File: src/pwm_pkg.sv
// Purpose: shared constants for the one-shot period timer and pulse modulator block
// Assumes: 32-bit AHB-Lite register bus, one aligned word per register
// Notes: two period timers and two modulator channels; each channel picks its timer
//
// Contract
// - one-shot period match zeroes the count and clears the run bit
// - mode field 01000 selects software-started one-shot operation
// - clearing run mid-cycle pauses counting; setting it resumes to completion
// - in one-shot, pulse drive starts in the cycle run is set
// - drive ends at width match and stays off until run is set again
// - clearing run during drive or between width and period match extends drive
// - a new one-shot cycle starts only by setting run after period match cleared it
// - each modulator channel selects its own timer source independently
// - modulator control bit 7 enables the channel, resets to 0
// - modulator control bit 5 is read-only and shows the output level
// - modulator control bit 4 set makes the output active-low
// - modulator control bits 6 and 3..0 ignore writes and read zero
package pwm_pkg;
  localparam int NUM_UNITS = 2;
  localparam int ADDR_W = 6;

  // register byte offsets; pairs are unit 0 at the offset, unit 1 four bytes higher
  localparam logic [ADDR_W-1:0] OFF_TIMER_CTRL = 6'h00;
  localparam logic [ADDR_W-1:0] OFF_PERIOD = 6'h08;
  localparam logic [ADDR_W-1:0] OFF_COUNT = 6'h10;
  localparam logic [ADDR_W-1:0] OFF_DUTY = 6'h18;
  localparam logic [ADDR_W-1:0] OFF_CMP_CTRL = 6'h20;
  localparam logic [ADDR_W-1:0] OFF_MOD_CTRL = 6'h28;
  localparam logic [ADDR_W-1:0] OFF_IRQ_STATUS = 6'h30;
  localparam logic [ADDR_W-1:0] OFF_IRQ_MASK = 6'h34;

  // period_timer_control fields
  localparam int TC_RUN = 0;
  localparam int TC_PS_LSB = 1;
  localparam int TC_PS_W = 2;
  localparam int TC_MODE_LSB = 3;
  localparam int TC_MODE_W = 5;
  localparam logic [TC_MODE_W-1:0] MODE_ONE_SHOT = 5'h08;
  localparam logic [7:0] TIMER_CTRL_RESET = 8'h00;

  // compare_module_control fields
  localparam int CC_SRC = 0;
  localparam int CC_FMT = 1;
  localparam logic [1:0] CMP_CTRL_RESET = 2'h0;

  // modulator_control fields
  localparam int MC_EN = 7;
  localparam int MC_OUT = 5;
  localparam int MC_POL = 4;

  typedef enum logic [3:0] {
    BUS_IDLE = 4'h1,
    BUS_WRITE = 4'h2,
    BUS_RWAIT = 4'h4,
    BUS_RDONE = 4'h8
  } bus_state_t;
endpackage

File: src/one_shot_timer_pwm.sv
// Purpose: period timers with one-shot mode driving polarity-selectable pulse outputs
// Assumes: single clock, synchronous active-low reset, AHB-Lite single word transfers
// Notes: writes take no wait state, reads take one so read data comes from a flop
`timescale 1ns/1ps
`default_nettype none
module one_shot_timer_pwm #(
  parameter int CNT_W = 8
) (
  // clock and reset
  input wire logic CLOCK,
  input wire logic RESETN,
  // ahb-lite slave
  input wire logic HSEL,
  input wire logic [pwm_pkg::ADDR_W-1:0] HADDR,
  input wire logic [1:0] HTRANS,
  input wire logic HWRITE,
  input wire logic [2:0] HSIZE,
  input wire logic [31:0] HWDATA,
  input wire logic HREADY,
  output logic [31:0] HRDATA,
  output logic HREADYOUT,
  output logic HRESP,
  // modulator outputs and interrupt
  output logic [pwm_pkg::NUM_UNITS-1:0] MOD_OUT,
  output logic IRQ
);
  import pwm_pkg::*;

  bus_state_t state_ff, nxt_state;
  logic [ADDR_W-1:0] addr_ff, nxt_addr;
  logic [31:0] rdata_ff, nxt_rdata;
  logic [NUM_UNITS-1:0] irq_stat_ff, nxt_irq_stat;
  logic [NUM_UNITS-1:0] irq_mask_ff, nxt_irq_mask;
  logic [NUM_UNITS-1:0] match;
  logic [NUM_UNITS-1:0] out_lvl;
  logic [7:0] tctrl [NUM_UNITS];
  logic [CNT_W-1:0] period [NUM_UNITS];
  logic [CNT_W-1:0] count [NUM_UNITS];
  logic [2*CNT_W-1:0] duty [NUM_UNITS];
  logic [1:0] cctrl [NUM_UNITS];
  logic [7:0] mctrl [NUM_UNITS];
  // look-ahead timer state, so a channel can react in the cycle run is set
  logic [NUM_UNITS-1:0] nxt_run_v;
  logic [NUM_UNITS-1:0] nxt_mid_v;
  logic [NUM_UNITS-1:0] oneshot_v;
  logic [CNT_W-1:0] nxt_count_v [NUM_UNITS];
  logic accept;
  logic wr_now;
  logic unit_sel;

  assign accept = HSEL && HTRANS[1] && HREADY;
  assign wr_now = (state_ff == BUS_WRITE);
  assign unit_sel = addr_ff[2];

  // bus sequencing
  always_comb begin
    nxt_state = state_ff;
    nxt_addr = addr_ff;
    unique case (state_ff)
      BUS_IDLE, BUS_WRITE, BUS_RDONE: begin
        if (accept) begin
          nxt_addr = HADDR;
          nxt_state = HWRITE ? BUS_WRITE : BUS_RWAIT;
        end else begin
          nxt_state = BUS_IDLE;
        end
      end
      BUS_RWAIT: begin
        nxt_state = BUS_RDONE;
      end
    endcase
  end

  // read mux, evaluated in the wait state so writes just before are visible
  always_comb begin
    nxt_rdata = rdata_ff;
    if (state_ff == BUS_RWAIT) begin
      nxt_rdata = 32'h0000_0000;
      if ({addr_ff[ADDR_W-1:3], 3'h0} == OFF_TIMER_CTRL) begin
        nxt_rdata = 32'(tctrl[unit_sel]);
      end else if ({addr_ff[ADDR_W-1:3], 3'h0} == OFF_PERIOD) begin
        nxt_rdata = 32'(period[unit_sel]);
      end else if ({addr_ff[ADDR_W-1:3], 3'h0} == OFF_COUNT) begin
        nxt_rdata = 32'(count[unit_sel]);
      end else if ({addr_ff[ADDR_W-1:3], 3'h0} == OFF_DUTY) begin
        nxt_rdata = 32'(duty[unit_sel]);
      end else if ({addr_ff[ADDR_W-1:3], 3'h0} == OFF_CMP_CTRL) begin
        nxt_rdata = 32'(cctrl[unit_sel]);
      end else if ({addr_ff[ADDR_W-1:3], 3'h0} == OFF_MOD_CTRL) begin
        nxt_rdata = 32'(mctrl[unit_sel]);
      end else if (addr_ff == OFF_IRQ_STATUS) begin
        nxt_rdata = 32'(irq_stat_ff);
      end else if (addr_ff == OFF_IRQ_MASK) begin
        nxt_rdata = 32'(irq_mask_ff);
      end
    end
  end

  // interrupt status: a period match in the clearing cycle still sets the bit
  always_comb begin
    nxt_irq_stat = irq_stat_ff;
    nxt_irq_mask = irq_mask_ff;
    if (wr_now && addr_ff == OFF_IRQ_STATUS) begin
      nxt_irq_stat = irq_stat_ff & ~HWDATA[NUM_UNITS-1:0];
    end
    if (wr_now && addr_ff == OFF_IRQ_MASK) begin
      nxt_irq_mask = HWDATA[NUM_UNITS-1:0];
    end
    nxt_irq_stat = nxt_irq_stat | match;
  end

  always_ff @(posedge CLOCK) begin
    if (!RESETN) begin
      state_ff <= BUS_IDLE;
      addr_ff <= '0;
      rdata_ff <= 32'h0000_0000;
      irq_stat_ff <= '0;
      irq_mask_ff <= '0;
    end else begin
      state_ff <= nxt_state;
      addr_ff <= nxt_addr;
      rdata_ff <= nxt_rdata;
      irq_stat_ff <= nxt_irq_stat;
      irq_mask_ff <= nxt_irq_mask;
    end
  end

  assign HRDATA = rdata_ff;
  assign HREADYOUT = (state_ff != BUS_RWAIT);
  assign HRESP = 1'b0;
  assign IRQ = |(irq_stat_ff & irq_mask_ff);
  assign MOD_OUT = out_lvl;

  for (genvar u = 0; u < NUM_UNITS; u++) begin : g_unit
    logic [7:0] tctrl_ff, nxt_tctrl;
    logic [CNT_W-1:0] period_ff, nxt_period;
    logic [CNT_W-1:0] count_ff, nxt_count;
    logic [2:0] ps_cnt_ff, nxt_ps_cnt;
    logic mid_ff, nxt_mid;
    logic [2*CNT_W-1:0] duty_ff, nxt_duty;
    logic [1:0] cctrl_ff, nxt_cctrl;
    logic en_ff, nxt_en;
    logic pol_ff, nxt_pol;
    logic out_ff, nxt_out;
    logic sel_unit;
    logic run;
    logic one_shot;
    logic tick;
    logic [2:0] ps_lim;
    logic src;
    logic [CNT_W-1:0] width;
    logic active;

    assign sel_unit = wr_now && (unit_sel == 1'(u));
    assign run = tctrl_ff[TC_RUN];
    assign one_shot = (tctrl_ff[TC_MODE_LSB +: TC_MODE_W] == MODE_ONE_SHOT);
    assign ps_lim = 3'((4'h1 << tctrl_ff[TC_PS_LSB +: TC_PS_W]) - 4'h1);
    assign tick = run && (ps_cnt_ff == ps_lim);
    assign match[u] = tick && (count_ff == period_ff);

    // timer: a stopped timer holds its count and prescale phase
    always_comb begin
      nxt_tctrl = tctrl_ff;
      nxt_period = period_ff;
      nxt_count = count_ff;
      nxt_ps_cnt = ps_cnt_ff;
      nxt_mid = mid_ff;
      if (run) begin
        nxt_ps_cnt = tick ? 3'h0 : ps_cnt_ff + 3'h1;
        if (match[u]) begin
          nxt_count = '0;
        end else if (tick) begin
          nxt_count = count_ff + 1'b1;
        end
      end
      if (one_shot && match[u]) begin
        nxt_tctrl[TC_RUN] = 1'b0;
        nxt_mid = 1'b0;
      end else if (run) begin
        nxt_mid = 1'b1;
      end
      if (sel_unit && {addr_ff[ADDR_W-1:3], 3'h0} == OFF_TIMER_CTRL) begin
        // software owns run; a fresh cycle needs run set again after the match
        nxt_tctrl = HWDATA[7:0];
      end
      if (sel_unit && {addr_ff[ADDR_W-1:3], 3'h0} == OFF_PERIOD) begin
        nxt_period = HWDATA[CNT_W-1:0];
      end
    end

    assign tctrl[u] = tctrl_ff;
    assign period[u] = period_ff;
    assign count[u] = count_ff;
    assign nxt_run_v[u] = nxt_tctrl[TC_RUN];
    assign nxt_mid_v[u] = nxt_mid;
    assign nxt_count_v[u] = nxt_count;
    assign oneshot_v[u] = (nxt_tctrl[TC_MODE_LSB +: TC_MODE_W] == MODE_ONE_SHOT);

    // channel: picks its own timer, uses look-ahead so drive starts with run
    assign src = cctrl_ff[CC_SRC];
    assign width = cctrl_ff[CC_FMT] ? duty_ff[2*CNT_W-1:CNT_W] : duty_ff[CNT_W-1:0];

    always_comb begin
      nxt_duty = duty_ff;
      nxt_cctrl = cctrl_ff;
      nxt_en = en_ff;
      nxt_pol = pol_ff;
      if (sel_unit && {addr_ff[ADDR_W-1:3], 3'h0} == OFF_DUTY) begin
        nxt_duty = HWDATA[2*CNT_W-1:0];
      end
      if (sel_unit && {addr_ff[ADDR_W-1:3], 3'h0} == OFF_CMP_CTRL) begin
        nxt_cctrl = HWDATA[1:0];
      end
      if (sel_unit && {addr_ff[ADDR_W-1:3], 3'h0} == OFF_MOD_CTRL) begin
        // output level bit and unused bits are not stored
        nxt_en = HWDATA[MC_EN];
        nxt_pol = HWDATA[MC_POL];
      end
      if (oneshot_v[src]) begin
        // paused mid-cycle keeps the drive on; otherwise on until width match
        active = (nxt_run_v[src] && nxt_count_v[src] < width) ||
                 (!nxt_run_v[src] && nxt_mid_v[src]);
      end else begin
        active = nxt_run_v[src] && (nxt_count_v[src] < width);
      end
      // disabled channel rests low regardless of polarity
      nxt_out = nxt_en && (active ^ nxt_pol);
    end

    assign duty[u] = duty_ff;
    assign cctrl[u] = cctrl_ff;
    assign mctrl[u] = {en_ff, 1'b0, out_ff, pol_ff, 4'h0};
    assign out_lvl[u] = out_ff;

    always_ff @(posedge CLOCK) begin
      if (!RESETN) begin
        tctrl_ff <= TIMER_CTRL_RESET;
        period_ff <= '0;
        count_ff <= '0;
        ps_cnt_ff <= 3'h0;
        mid_ff <= 1'b0;
        duty_ff <= '0;
        cctrl_ff <= CMP_CTRL_RESET;
        en_ff <= 1'b0;
        pol_ff <= 1'b0;
        out_ff <= 1'b0;
      end else begin
        tctrl_ff <= nxt_tctrl;
        period_ff <= nxt_period;
        count_ff <= nxt_count;
        ps_cnt_ff <= nxt_ps_cnt;
        mid_ff <= nxt_mid;
        duty_ff <= nxt_duty;
        cctrl_ff <= nxt_cctrl;
        en_ff <= nxt_en;
        pol_ff <= nxt_pol;
        out_ff <= nxt_out;
      end
    end
  end
endmodule
`default_nettype wire

File: config.mk
export PLATFORM = sky130hd
export DESIGN_NAME = one_shot_timer_pwm
export DESIGN_NICKNAME = d
export VERILOG_FILES = /design/src/pwm_pkg.sv /design/src/one_shot_timer_pwm.sv
export SDC_FILE = /design/constraint.sdc
export NUM_CORES = 1
export LEC_CHECK = 0
export CORE_UTILIZATION = 55
export CTS_CLUSTER_DIAMETER = 150
export DETAILED_ROUTE_END_ITERATION = 8
export DONT_BUFFER_PORTS = 1
export PLACE_DENSITY = 0.7
export SYNTH_ARGS = -nofsm -noshare
export SYNTH_HDL_FRONTEND = slang
export SYNTH_SLANG_ARGS = --single-unit
File: constraint.sdc
create_clock -name CLOCK -period 8.1 [get_ports CLOCK]
set_clock_uncertainty 0.15 [all_clocks]
set_input_delay 1.62 -clock CLOCK [delete_from_list [all_inputs] [get_ports CLOCK]]
set_output_delay 1.62 -clock CLOCK [all_outputs]
set_load 0.01 [all_outputs]
==> run_summary.xml, run 1 <==
<?xml version="1.0" encoding="UTF-8"?>
<metrics>
  <group name="run_status">
    <metric name="result_of_the_run" unit="">finished, final reports clean</metric>
  </group>
  <group name="worst_setup_path">
    <metric name="critical_path.startpoint" unit="">g_unit[0].count_ff[5]$_SDFF_PN0_</metric>
    <metric name="worst_ep_arrival_time" unit="ps">4750</metric>
    <metric name="family_with_the_most_delay_on_the_worst_path" unit="">compound AO/OA/AOI/OAI gates</metric>
    <metric name="crit_type" unit="">flip-flop to flip-flop</metric>
    <metric name="critPathSlowestCell" unit="">nor2_1</metric>
    <metric name="r2r_setup_slack" unit="ps">3520</metric>
    <metric name="worstPathCellList" unit="">xnor2_1, nand4_1, nor2_1, nor2_1, o21ai_0, o21ai_0, mux2_2, ha_1, a21o_1, a21oi_1, nand3_1, a311o_1, a31oi_1, a211o_1, nand3_1, and3b_1</metric>
    <metric name="required_time_worst_endpoint" unit="ps">8270</metric>
    <metric name="ff2ff_path_depth" unit="">16</metric>
    <metric name="timing.rr.start" unit="">g_unit[0].count_ff[5]$_SDFF_PN0_</metric>
    <metric name="kind_of_capture_point_of_the_worst_setup_path" unit="">flip-flop</metric>
    <metric name="setup.worst_path.start_class" unit="">flip-flop</metric>
    <metric name="critical_path.reg2reg.endpoint" unit="">g_unit[0].out_ff$_SDFF_PN0_</metric>
    <metric name="critPathMaxStageDelay" unit="ps">740</metric>
    <metric name="critical_path.max_fanout" unit="">11</metric>
    <metric name="cp.buffers_inverters" unit="">0</metric>
  </group>
  <group name="place">
    <metric name="placedInstanceArea" unit="sq um">7176</metric>
    <metric name="gp_congestion" unit="">0.8611</metric>
    <metric name="port_buffers" unit="">0</metric>
    <metric name="place.detailed.hpwl" unit="mm">14.34</metric>
  </group>
  <group name="die">
    <metric name="placementRows" unit="">41</metric>
    <metric name="io_pins" unit="">85</metric>
    <metric name="floorplan.die.width" unit="microns">116.5</metric>
    <metric name="fp.dieH" unit="microns">116.5</metric>
    <metric name="fp.dieArea" unit="sq um">13570</metric>
    <metric name="floorplan.initialDensity" unit="%">56.68</metric>
    <metric name="core_area" unit="sq um">12720</metric>
  </group>
  <group name="synthesis">
    <metric name="count_of_flip_flops_with_a_built_in_enable_after_synthesis" unit="">0</metric>
    <metric name="top_area_cells_in_the_synthesized_netlist" unit="">dfxtp_1 36%, mux2i_1 10%, nand2_1 5.5%, a21boi_0 5.2%, nor2b_1 4.3%</metric>
    <metric name="synth-async-reset-ratio" unit="%">0</metric>
    <metric name="synthCells" unit="">823</metric>
    <metric name="yosys_register_bits" unit="">128</metric>
    <metric name="count_of_different_cell_masters_after_synthesis" unit="">70</metric>
    <metric name="yosysTopAreaCell" unit="">dfxtp_1</metric>
    <metric name="syn_avg_cell_area" unit="sq um">8.761</metric>
    <metric name="synth_top_area_share" unit="%">35.54</metric>
    <metric name="netlist_area" unit="sq um">7211</metric>
    <metric name="synth-warning-count" unit="">0</metric>
    <metric name="synth_top_flop_cell" unit="">dfxtp_1</metric>
    <metric name="synth_seq_area_share" unit="%">35.54</metric>
  </group>
  <group name="pwr">
    <metric name="max-vdd-ir-drop" unit="uV">162.9</metric>
    <metric name="power.density_cell_area" unit="nW/um^2">190.3</metric>
    <metric name="p_leak" unit="uW">0.002955</metric>
  </group>
  <group name="drt">
    <metric name="post_drt_via_cell_ratio" unit="">6.136</metric>
    <metric name="drcViolationCount" unit="">0</metric>
    <metric name="drt-wirelength-per-cell" unit="microns">20.51</metric>
    <metric name="routed_wirelength" unit="mm">20.10</metric>
    <metric name="via_count" unit="">6013</metric>
    <metric name="detail_route.first_pass.iterations" unit="">6</metric>
    <metric name="detail_route.iter0.violations" unit="">421</metric>
    <metric name="postRouteAntennaNets" unit="">0</metric>
  </group>
  <group name="clocking">
    <metric name="cts_hold_repair.buffers" unit="">0</metric>
    <metric name="cts.path.max_buffers" unit="">2</metric>
    <metric name="clk_transition_reported_paths" unit="ps">60</metric>
    <metric name="tritoncts_clock_tree" unit="">done</metric>
    <metric name="library_cell_used_as_clock_root_buffer" unit="">clkbuf_16</metric>
    <metric name="cts_htree_levels" unit="">4</metric>
    <metric name="insertion_delay" unit="ps">430</metric>
    <metric name="tritoncts_buffers" unit="">17</metric>
    <metric name="post_cts_resized" unit="">0</metric>
    <metric name="total_number_of_clock_tree_sinks" unit="">128</metric>
    <metric name="post_cts_setup_buffers" unit="">0</metric>
  </group>
  <group name="timing">
    <metric name="fin_tns_setup" unit="ps">0</metric>
    <metric name="setup_viol_count_final" unit="">0</metric>
    <metric name="final_period_minus_worst_setup_slack" unit="ps">4579</metric>
    <metric name="setup_repair_after_global_routing_missed_its_margin" unit="">no</metric>
    <metric name="max_slew_margin" unit="%">17.52</metric>
    <metric name="hold_violation_count_in_the_final_report" unit="">0</metric>
    <metric name="finalMaxSlewViolations" unit="">0</metric>
    <metric name="worst_slew_pin_slew" unit="ps">1227</metric>
    <metric name="min_period_over_period" unit="%">56.53</metric>
    <metric name="max_freq" unit="MHz">218.4</metric>
  </group>
  <group name="min_path">
    <metric name="timing.hold.worst.class" unit="">flip-flop to flip-flop</metric>
    <metric name="hold_path.startpoint" unit="">g_unit[1].duty_ff[2]$_SDFFE_PN0P_</metric>
    <metric name="hold-path-endpoint" unit="">g_unit[1].duty_ff[2]$_SDFFE_PN0P_</metric>
    <metric name="holdPathStages" unit="">2</metric>
  </group>
  <group name="layout">
    <metric name="nets" unit="">861</metric>
    <metric name="finalInstanceArea" unit="sq um">7815</metric>
    <metric name="drive_gt1_share" unit="%">9.282</metric>
    <metric name="antenna-diode-count" unit="">0</metric>
    <metric name="synthToLayoutAreaGrowth" unit="%">8.381</metric>
    <metric name="layout.cells.most_common_list" unit="">127 x dfxtp_1, 106 x nand2_1, 74 x mux2i_1</metric>
    <metric name="layout_commonest_cell" unit="">dfxtp_1</metric>
  </group>
  <group name="job">
    <metric name="drv_cap" unit="">0</metric>
  </group>
  <group name="global_routing">
    <metric name="grt_start_max_net_pins" unit="">122</metric>
    <metric name="grt_pass1_wl" unit="mm">30.02</metric>
    <metric name="initial_antenna_violation_count" unit="">0</metric>
    <metric name="first_global_vias" unit="">5636</metric>
    <metric name="gr-total-overflow" unit="">0</metric>
    <metric name="globalRouteTotalUtil" unit="%">30.46</metric>
  </group>
</metrics>
## layer usage
metal	part of all wire, %	vias up	GRT usage [%]
met5	0	-	0
met3	7.1	45	7.265
li1	-	2830	-
met4	4.5	0	16.41
met2	47	228	49.07
met1	42	2910	37.62
## registers in the layout, summed over array words and instances, names as in the netlist, 4 cells and up
| register | cells |
|---|---|
| g_unit.duty_ff | 32 |
| HRDATA | 16 |
| g_unit.count_ff | 16 |
| g_unit.period_ff | 16 |
| g_unit.tctrl_ff | 16 |
| addr_ff | 6 |
| g_unit.ps_cnt_ff | 6 |
| g_unit.cctrl_ff | 4 |
| state_ff | 4 |
## logic make-up (layout without fill, tap and decap cells)
family | after synthesis | after routing | synth area share, %
mux | 95 | 95 | 14.18
xor+xnor | 22 | 22 | 2.672
simple gates | 300 | 300 | 21.55
buf+inv | 76 | 45 | 5.240
other cells | 1 | 17 | 0.05201
compound gates | 183 | 183 | 17.65
flops | 128 | 128 | 35.54
fa+ha+maj | 18 | 18 | 3.123
## how the worst max path moves through the flow
stage / end / slack, ps / cells after the start
floorplan: g_unit[1].out_ff$_SDFF_PN0_ / 4540 / 17
global placement: g_unit[0].out_ff$_SDFF_PN0_ / 3720 / 16
detailed placement: g_unit[0].out_ff$_SDFF_PN0_ / 3590 / 16
CTS: g_unit[0].out_ff$_SDFF_PN0_ / 3570 / 16
global route: g_unit[0].out_ff$_SDFF_PN0_ / 3260 / 16
finish: g_unit[0].out_ff$_SDFF_PN0_ / 3520 / 16
## synth_stat cells, types with 11 or more instances
| cell type | number |
|---|---|
| nor2b_1 | 49 |
| a22oi_1 | 11 |
| xnor2_1 | 11 |
| o22ai_1 | 11 |
| a21oi_1 | 20 |
| nor2_1 | 34 |
| a21boi_0 | 50 |
| mux2i_1 | 74 |
| clkbuf_1 | 37 |
| xor2_1 | 11 |
| mux2_2 | 17 |
| dfxtp_1 | 128 |
| buf_4 | 19 |
| nand2_1 | 106 |
| o21ai_0 | 35 |
| nand3_1 | 33 |
| and3_1 | 12 |
| ha_1 | 18 |
| and2_1 | 12 |
## area by class of cell
| class | instances | area (sq um) |
|---|---|---|
| Fill cell | 1105 | 4907 |
| Inverter | 10 | 37.54 |
| Clock buffer | 19 | 452.9 |
| Tap cell | 172 | 215.2 |
| Sequential cell | 128 | 2564 |
| Clock inverter | 13 | 186.4 |
| Multi-Input combinational cell | 635 | 4337 |
| Timing Repair Buffer | 3 | 22.52 |
## stage by stage
stage               worst slack (ps)  utilization (%)  hold WS, ps  total power, uW  std cells
floorplan                       4541                -        294.2            688.7        839
global placement                3721            56.40        308.7            679.2        948
detailed placement              3586            56.40        325.2            679.5        948
CTS                             3570            61.43        333.5             1494        980
global route                    3265            61.43        360.1             1522        980
finish                          3521            61.43        335.5             1487        980
## where the power goes
group | internal (uW) | total, uW | switching (uW)
Clock | 530 | 820 | 290
Sequential | 631 | 635 | 4.13
Combinational | 15.0 | 31.0 | 16.0
Total | 1180 | 1490 | 310
## tightest hold or removal path, cell delays in order (launching register included)
cell	delay (ps)
dfxtp_1	320
nand2_1	50
a21boi_0	70
No activity file was read; power rests on OpenSTA's default activity.
==> run 2, diff against run 1 <==
--- a/config.mk
+++ b/config.mk
@@ -9,7 +9,7 @@
 export CTS_CLUSTER_DIAMETER = 150
 export DETAILED_ROUTE_END_ITERATION = 8
 export DONT_BUFFER_PORTS = 1
-export PLACE_DENSITY = 0.7
+export PLACE_DENSITY = 0.73
 export SYNTH_ARGS = -nofsm -noshare
 export SYNTH_HDL_FRONTEND = slang
 export SYNTH_SLANG_ARGS = --single-unit
==> constraint.sdc (replaced) <==
create_clock -name CLOCK -period 3.9 [get_ports CLOCK]
set_clock_uncertainty 0.15 [all_clocks]
set_input_delay 0.78 -clock CLOCK [delete_from_list [all_inputs] [get_ports CLOCK]]
set_output_delay 0.78 -clock CLOCK [all_outputs]
set_load 0.01 [all_outputs]
==> run_summary.xml, run 2 (same netlist as run 1, synthesis figures left out) <==
<?xml version="1.0" encoding="UTF-8"?>
<metrics>
  <group name="worst_setup_path">
    <metric name="cp.buffers_inverters" unit="">4</metric>
    <metric name="critical_path.max_fanout" unit="">5</metric>
    <metric name="cpMostUsedCell" unit="">buf_4</metric>
    <metric name="kind_of_capture_point_of_the_worst_setup_path" unit="">flip-flop</metric>
    <metric name="family_with_the_most_delay_on_the_worst_path" unit="">compound AO/OA/AOI/OAI gates</metric>
    <metric name="critPathSlowestCell" unit="">a211o_1</metric>
    <metric name="required_time_worst_endpoint" unit="ps">4070</metric>
    <metric name="critPathMaxStageDelay" unit="ps">400</metric>
    <metric name="setup.worst_path.start_class" unit="">flip-flop</metric>
    <metric name="ff2ff_path_depth" unit="">18</metric>
    <metric name="r2r_setup_slack" unit="ps">100</metric>
    <metric name="crit_type" unit="">flip-flop to flip-flop</metric>
    <metric name="worst_ep_arrival_time" unit="ps">3970</metric>
    <metric name="critical_path.reg2reg.endpoint" unit="">g_unit[1].out_ff$_SDFF_PN0_</metric>
    <metric name="worstPathCellList" unit="">nor4bb_4, o211ai_1, and2_4, buf_4, o21ai_2, o31ai_2, buf_4, nor2_1, nor2_1, ha_1, a21oi_2, buf_4, buf_4, a21oi_4, a31oi_4, a211o_1, a21oi_1, and3b_1</metric>
    <metric name="timing.rr.start" unit="">g_unit[0].tctrl_ff[2]$_SDFFE_PN0P_</metric>
  </group>
  <group name="min_path">
    <metric name="hold-path-endpoint" unit="">state_ff[2]$_SDFF_PP0_</metric>
    <metric name="holdPathStages" unit="">1</metric>
    <metric name="timing.hold.worst.class" unit="">input port to flip-flop</metric>
    <metric name="hold_path.startpoint" unit="">HWRITE</metric>
  </group>
  <group name="layout">
    <metric name="synthToLayoutAreaGrowth" unit="%">17.14</metric>
    <metric name="fin_util" unit="%">66.39</metric>
    <metric name="drive_gt1_share" unit="%">19.26</metric>
    <metric name="layout.cells.most_common_list" unit="">122 x dfxtp_1, 104 x nand2_1, 74 x mux2i_1</metric>
    <metric name="largest_register_ff_count" unit="">32</metric>
    <metric name="layout_commonest_cell" unit="">dfxtp_1</metric>
    <metric name="nets" unit="">915</metric>
    <metric name="largest-register" unit="">g_unit.duty_ff</metric>
    <metric name="antenna-diode-count" unit="">0</metric>
  </group>
  <group name="die">
    <metric name="floorplan.die.width" unit="microns">116.5</metric>
    <metric name="io_pins" unit="">85</metric>
    <metric name="fp.dieH" unit="microns">116.5</metric>
    <metric name="fp.dieArea" unit="sq um">13570</metric>
    <metric name="core_area" unit="sq um">12720</metric>
    <metric name="placementRows" unit="">41</metric>
    <metric name="floorplan.initialDensity" unit="%">56.68</metric>
  </group>
  <group name="clocking">
    <metric name="tritoncts_buffers" unit="">17</metric>
    <metric name="insertion_delay" unit="ps">430</metric>
    <metric name="clk_transition_reported_paths" unit="ps">60</metric>
    <metric name="tritoncts_clock_tree" unit="">done</metric>
    <metric name="cts.path.max_buffers" unit="">2</metric>
    <metric name="cts_htree_levels" unit="">4</metric>
    <metric name="total_number_of_clock_tree_sinks" unit="">128</metric>
    <metric name="library_cell_used_as_clock_root_buffer" unit="">clkbuf_16</metric>
  </group>
  <group name="run_status">
    <metric name="result_of_the_run" unit="">finished, final reports clean</metric>
  </group>
  <group name="drt">
    <metric name="post_drt_via_cell_ratio" unit="">6.135</metric>
    <metric name="via_count" unit="">6344</metric>
    <metric name="drcViolationCount" unit="">0</metric>
    <metric name="drt-wirelength-per-cell" unit="microns">20.92</metric>
    <metric name="postRouteAntennaNets" unit="">0</metric>
    <metric name="detail_route.iter0.violations" unit="">661</metric>
    <metric name="detail_route.first_pass.iterations" unit="">5</metric>
    <metric name="routed_wirelength" unit="mm">21.63</metric>
  </group>
  <group name="timing">
    <metric name="max_freq" unit="MHz">263.2</metric>
    <metric name="finalMaxSlewViolations" unit="">0</metric>
    <metric name="final_period_minus_worst_setup_slack" unit="ps">3799</metric>
    <metric name="max_slew_margin" unit="%">38.79</metric>
    <metric name="worst_slew_pin_slew" unit="ps">917.2</metric>
    <metric name="whs" unit="ps">276.8</metric>
    <metric name="min_period_over_period" unit="%">97.41</metric>
    <metric name="setup_viol_count_final" unit="">0</metric>
    <metric name="hold_violation_count_in_the_final_report" unit="">0</metric>
  </group>
  <group name="pwr">
    <metric name="power.density_cell_area" unit="nW/um^2">365.6</metric>
    <metric name="max-vdd-ir-drop" unit="uV">343.4</metric>
    <metric name="p_leak" unit="uW">0.003284</metric>
    <metric name="p_clk_share" unit="%">55.1</metric>
    <metric name="power.share.switching" unit="%">20.35</metric>
    <metric name="seq_power_share" unit="%">42.6</metric>
    <metric name="cell_internal_pwr" unit="uW">2459</metric>
    <metric name="switchingPower" unit="uW">628.5</metric>
    <metric name="comb_power_share" unit="%">2.3</metric>
  </group>
  <group name="place">
    <metric name="gp_congestion" unit="">0.9555</metric>
    <metric name="port_buffers" unit="">0</metric>
    <metric name="place.detailed.hpwl" unit="mm">15.13</metric>
  </group>
  <group name="global_routing">
    <metric name="globalRouteTotalUtil" unit="%">31.73</metric>
    <metric name="gr-total-overflow" unit="">0</metric>
    <metric name="first_global_vias" unit="">5833</metric>
    <metric name="grt_start_max_net_pins" unit="">122</metric>
    <metric name="grt_pass1_wl" unit="mm">31.48</metric>
    <metric name="initial_antenna_violation_count" unit="">0</metric>
  </group>
  <group name="job">
    <metric name="drv_cap" unit="">0</metric>
  </group>
</metrics>
run 2: changes by cell type in the layout (fill, tap and decap cells not counted), moves of 5 or more:
| cell | before | now |
|---|---|---|
| buf_4 | 3 | 54 |
| o21ai_0 | 35 | 29 |
| a21oi_1 | 20 | 15 |
| dfxtp_1 | 127 | 122 |
run 2: worst max-delay path by stage:
stage | cells past startpoint | startpoint | slack [ps] | end
CTS | 15 | g_unit[0].ps_cnt_ff[1]$_SDFFE_PN0P_ | 20 | g_unit[1].out_ff$_SDFF_PN0_
floorplan | 17 | g_unit[1].count_ff[0]$_SDFF_PN0_ | 340 | g_unit[1].out_ff$_SDFF_PN0_
finish | 18 | g_unit[0].tctrl_ff[2]$_SDFFE_PN0P_ | 100 | g_unit[1].out_ff$_SDFF_PN0_
global placement | 17 | g_unit[1].period_ff[4]$_SDFFE_PN0P_ | -30 | g_unit[1].out_ff$_SDFF_PN0_
detailed placement | 15 | g_unit[0].ps_cnt_ff[1]$_SDFFE_PN0P_ | -150 | g_unit[1].out_ff$_SDFF_PN0_
global route | 19 | g_unit[1].period_ff[7]$_SDFFE_PN0P_ | -30 | g_unit[1].out_ff$_SDFF_PN0_
run 2: worst register-to-register path, stage by stage (launching register included):
cell      delay [ps]
dfxtp_2          380
nor4bb_4         340
o211ai_1         180
and2_4           210
buf_4            150
o21ai_2          150
o31ai_2           80
buf_4            150
nor2_1           120
nor2_1            90
ha_1             310
a21oi_2           80
buf_4            130
buf_4            130
a21oi_4          150
a31oi_4          120
a211o_1          400
a21oi_1          180
and3b_1          190
run 2: layer usage:
| layer | up-vias | global-route usage [%] | routed length (microns) |
|---|---|---|---|
| met2 | 293 | 53.06 | 10470 |
| met4 | 0 | 13.76 | 772 |
| met5 | - | 0 | 0 |
| met1 | 3057 | 39.49 | 8892 |
| li1 | 2939 | - | - |
| met3 | 55 | 6.642 | 1490 |
run 2: layout make-up:
class                      instances  area, sq um
clock buffer                      22        474.2
timing repair buffer              57        439.2
fill                            1045         4275
sequential                       128         2572
multi-input combinational        635         4552
inverter                          10        37.54
tap                              172        215.2
clock inverter                    10        156.4
run 2: power by group through the flow:
stage	clock network (uW)	registers [uW]	logic, uW
3_5_place_dp	0	1340	68.7
5_1_grt	1760	1310	75.3
4_1_cts	1690	1320	69.1
6_report	1700	1310	70.4
3_3_place_gp	0	1340	67.1
2_1_floorplan	0	1340	89.2
run 2: metrics by stage:
stage	instance area [sq um]	worst slack [ps]	total power (uW)	TNS [ps]	cells
2_1_floorplan	7271	340.6	1430	0	839
5_1_grt	8447	-34.94	3146	-35.39	1034
3_5_place_dp	7536	-149.0	1412	-288.1	996
3_3_place_gp	7536	-32.92	1410	-32.92	996
4_1_cts	8219	23.56	3078	0	1028
6_report	8447	101.2	3088	0	1034
run 2: repair_timing:
item,in CTS,in global routing
endpoints found under the setup margin,2,2
hold endpoints to repair,0,0
gates resized for setup,12,44
buffers inserted,0,6
hold buffers,0,0
pin swaps,2,21
==> run 3, diff against run 2 <==
--- a/config.mk
+++ b/config.mk
@@ -9,7 +9,7 @@
 export CTS_CLUSTER_DIAMETER = 150
 export DETAILED_ROUTE_END_ITERATION = 8
 export DONT_BUFFER_PORTS = 1
-export PLACE_DENSITY = 0.73
+export PLACE_DENSITY = 0.7
 export SYNTH_ARGS = -nofsm -noshare
 export SYNTH_HDL_FRONTEND = slang
 export SYNTH_SLANG_ARGS = --single-unit
==> constraint.sdc (replaced) <==
create_clock -name CLOCK -period 4.84 [get_ports CLOCK]
set_clock_uncertainty 0.15 [all_clocks]
set_input_delay 0.968 -clock CLOCK [delete_from_list [all_inputs] [get_ports CLOCK]]
set_output_delay 0.968 -clock CLOCK [all_outputs]
set_load 0.1 [all_outputs]
==> run_summary.xml, run 3 (same netlist as run 1, synthesis figures left out) <==
<?xml version="1.0" encoding="UTF-8"?>
<metrics>
  <group name="global_routing">
    <metric name="grt_start_max_net_pins" unit="">122</metric>
    <metric name="gr-total-overflow" unit="">0</metric>
    <metric name="first_global_vias" unit="">5546</metric>
    <metric name="initial_antenna_violation_count" unit="">0</metric>
    <metric name="globalRouteTotalUtil" unit="%">30.60</metric>
    <metric name="grt_pass1_wl" unit="mm">30.24</metric>
  </group>
  <group name="run_status">
    <metric name="result_of_the_run" unit="">finished, final reports clean</metric>
  </group>
  <group name="worst_setup_path">
    <metric name="critical_path.max_fanout" unit="">10</metric>
    <metric name="cpMostUsedCell" unit="">nand3_1</metric>
    <metric name="worstPathCellList" unit="">nor4b_1, a32oi_1, nand2_1, o21ai_1, o21ai_0, mux2_2, ha_1, a21o_1, a21oi_1, nand3_1, a311o_1, a31oi_1, a211o_1, nand3_1, and3b_1</metric>
    <metric name="required_time_worst_endpoint" unit="ps">5010</metric>
    <metric name="cp.buffers_inverters" unit="">0</metric>
    <metric name="setup.worst_path.start_class" unit="">flip-flop</metric>
    <metric name="crit_type" unit="">flip-flop to flip-flop</metric>
    <metric name="critPathSlowestCell" unit="">dfxtp_1</metric>
    <metric name="critical_path.reg2reg.endpoint" unit="">g_unit[1].out_ff$_SDFF_PN0_</metric>
    <metric name="r2r_setup_slack" unit="ps">250</metric>
    <metric name="critPathMaxStageDelay" unit="ps">590</metric>
    <metric name="worst_ep_arrival_time" unit="ps">4760</metric>
    <metric name="family_with_the_most_delay_on_the_worst_path" unit="">compound AO/OA/AOI/OAI gates</metric>
    <metric name="kind_of_capture_point_of_the_worst_setup_path" unit="">flip-flop</metric>
    <metric name="timing.rr.start" unit="">g_unit[0].tctrl_ff[0]$_SDFF_PN0_</metric>
    <metric name="ff2ff_path_depth" unit="">15</metric>
  </group>
  <group name="place">
    <metric name="gp_congestion" unit="">0.8805</metric>
    <metric name="port_buffers" unit="">0</metric>
    <metric name="place.detailed.hpwl" unit="mm">14.49</metric>
    <metric name="dpl_worst_slack" unit="ps">447.7</metric>
  </group>
  <group name="timing">
    <metric name="final_period_minus_worst_setup_slack" unit="ps">4592</metric>
    <metric name="min_period_over_period" unit="%">94.87</metric>
    <metric name="fin_tns_setup" unit="ps">0</metric>
    <metric name="max_slew_margin" unit="%">26.95</metric>
    <metric name="setup_repair_after_global_routing_missed_its_margin" unit="">no</metric>
    <metric name="hold_violation_count_in_the_final_report" unit="">0</metric>
    <metric name="setup_viol_count_final" unit="">0</metric>
    <metric name="worst_slew_pin_slew" unit="ps">1092</metric>
    <metric name="finalMaxSlewViolations" unit="">0</metric>
    <metric name="max_freq" unit="MHz">217.8</metric>
    <metric name="postLayoutSetupSlackWorst" unit="ps">248.4</metric>
  </group>
  <group name="clocking">
    <metric name="cts_hold_repair.buffers" unit="">0</metric>
    <metric name="tritoncts_clock_tree" unit="">done</metric>
    <metric name="tritoncts_buffers" unit="">17</metric>
    <metric name="cts.path.max_buffers" unit="">2</metric>
    <metric name="library_cell_used_as_clock_root_buffer" unit="">clkbuf_16</metric>
    <metric name="post_cts_setup_buffers" unit="">0</metric>
    <metric name="insertion_delay" unit="ps">420</metric>
    <metric name="total_number_of_clock_tree_sinks" unit="">128</metric>
    <metric name="clk_transition_reported_paths" unit="ps">60</metric>
    <metric name="post_cts_resized" unit="">0</metric>
    <metric name="cts_htree_levels" unit="">4</metric>
  </group>
  <group name="pwr">
    <metric name="max-vdd-ir-drop" unit="uV">212.5</metric>
    <metric name="p_leak" unit="uW">0.003007</metric>
    <metric name="power.density_cell_area" unit="nW/um^2">318.5</metric>
  </group>
  <group name="layout">
    <metric name="largest_register_ff_count" unit="">32</metric>
    <metric name="layout_commonest_cell" unit="">dfxtp_1</metric>
    <metric name="fin_util" unit="%">61.89</metric>
    <metric name="layout.cells.most_common_list" unit="">127 x dfxtp_1, 106 x nand2_1, 74 x mux2i_1</metric>
    <metric name="nets" unit="">872</metric>
    <metric name="synthToLayoutAreaGrowth" unit="%">9.197</metric>
    <metric name="n_fill_cell" unit="">1126</metric>
    <metric name="drive_gt1_share" unit="%">10.50</metric>
    <metric name="antenna-diode-count" unit="">0</metric>
    <metric name="largest-register" unit="">g_unit.duty_ff</metric>
  </group>
  <group name="min_path">
    <metric name="hold-path-endpoint" unit="">g_unit[1].duty_ff[1]$_SDFFE_PN0P_</metric>
    <metric name="holdPathStages" unit="">2</metric>
    <metric name="hold_path.startpoint" unit="">g_unit[1].duty_ff[1]$_SDFFE_PN0P_</metric>
    <metric name="timing.hold.worst.class" unit="">flip-flop to flip-flop</metric>
  </group>
  <group name="drt">
    <metric name="drcViolationCount" unit="">0</metric>
    <metric name="post_drt_via_cell_ratio" unit="">6.097</metric>
    <metric name="drt-wirelength-per-cell" unit="microns">20.27</metric>
    <metric name="via_count" unit="">6042</metric>
    <metric name="routed_wirelength" unit="mm">20.09</metric>
    <metric name="detail_route.first_pass.iterations" unit="">5</metric>
    <metric name="detail_route.iter0.violations" unit="">360</metric>
    <metric name="postRouteAntennaNets" unit="">0</metric>
  </group>
  <group name="die">
    <metric name="floorplan.die.width" unit="microns">116.5</metric>
    <metric name="fp.dieArea" unit="sq um">13570</metric>
    <metric name="core_area" unit="sq um">12720</metric>
    <metric name="io_pins" unit="">85</metric>
    <metric name="floorplan.initialDensity" unit="%">56.68</metric>
    <metric name="placementRows" unit="">41</metric>
    <metric name="fp.dieH" unit="microns">116.5</metric>
  </group>
  <group name="job">
    <metric name="drv_cap" unit="">0</metric>
  </group>
</metrics>
[run 3: changes by cell type in the layout (fill, tap and decap cells not counted), moves of 3 or more]
cell     before  now
a21oi_2       4    0
dfxtp_2       5    1
a21oi_1      15   20
o21ai_2       4    0
dfxtp_1     122  127
inv_6         1    6
buf_4        54   14
o21ai_0      29   35
ha_1         15   18
buf_6         3    0
[run 3: report_power, final]
group	total [uW]	switching [uW]	internal, uW	leakage [uW]
sequential	1060	8.23	1060	0.00103
clock	1340	510	831	0.000299
combinational	102	76.7	25.2	0.00168
[run 3: final cells by class]
| type | instances | area [sq um] | share of cell area [%] |
|---|---|---|---|
| multi-input cells | 635 | 4337 | 55.08 |
| flip-flops and latches | 128 | 2564 | 32.56 |
| clock buffers | 18 | 439.2 | 5.578 |
| well taps | 172 | 215.2 | 2.733 |
| clock inverters | 14 | 176.4 | 2.241 |
| repair buffers | 14 | 105.1 | 1.335 |
| inverters | 10 | 37.54 | 0.4767 |
[run 3: per-stage QoR]
| stage | std cells | cell area [sq um] | total power [uW] | hold WS (ps) |
|---|---|---|---|---|
| after global routing | 991 | 7874 | 2566 | 349.1 |
| after detailed placement | 959 | 7258 | 1189 | 319.7 |
| after floorplan | 839 | 7271 | 1205 | 294.2 |
| after global placement | 959 | 7258 | 1188 | 310.6 |
| after CTS | 991 | 7874 | 2514 | 328.9 |
| final | 991 | 7874 | 2508 | 325.5 |
[run 3: worst max-delay path by stage]
stage                                        start                     endpoint  slack, ps  cells past startpoint
4_1_cts           g_unit[0].tctrl_ff[0]$_SDFF_PN0_  g_unit[1].out_ff$_SDFF_PN0_        430                     15
2_1_floorplan     g_unit[1].count_ff[0]$_SDFF_PN0_  g_unit[1].out_ff$_SDFF_PN0_       1280                     17
6_report          g_unit[0].tctrl_ff[0]$_SDFF_PN0_  g_unit[1].out_ff$_SDFF_PN0_        250                     15
3_5_place_dp      g_unit[0].tctrl_ff[0]$_SDFF_PN0_  g_unit[1].out_ff$_SDFF_PN0_        450                     15
5_1_grt        g_unit[0].ps_cnt_ff[1]$_SDFFE_PN0P_  g_unit[1].out_ff$_SDFF_PN0_        100                     15
3_3_place_gp      g_unit[0].tctrl_ff[0]$_SDFF_PN0_  g_unit[1].out_ff$_SDFF_PN0_        680                     15
[run 3: worst register-to-register path: stages, from the launching register on]
cell	delay, ps
dfxtp_1	590
nor4b_1	300
a32oi_1	140
nand2_1	280
o21ai_1	300
o21ai_0	540
mux2_2	270
ha_1	240
a21o_1	160
a21oi_1	300
nand3_1	120
a311o_1	340
a31oi_1	230
a211o_1	250
nand3_1	90
and3b_1	180
[run 3: per-layer routing]
metal | track usage [%] | share of wire [%] | up-vias
met4 | 14.79 | 2.9 | 0
met1 | 39.21 | 43 | 2926
met5 | 0 | 0 | -
met2 | 49.59 | 48 | 226
li1 | - | - | 2851
met3 | 5.708 | 6.6 | 39
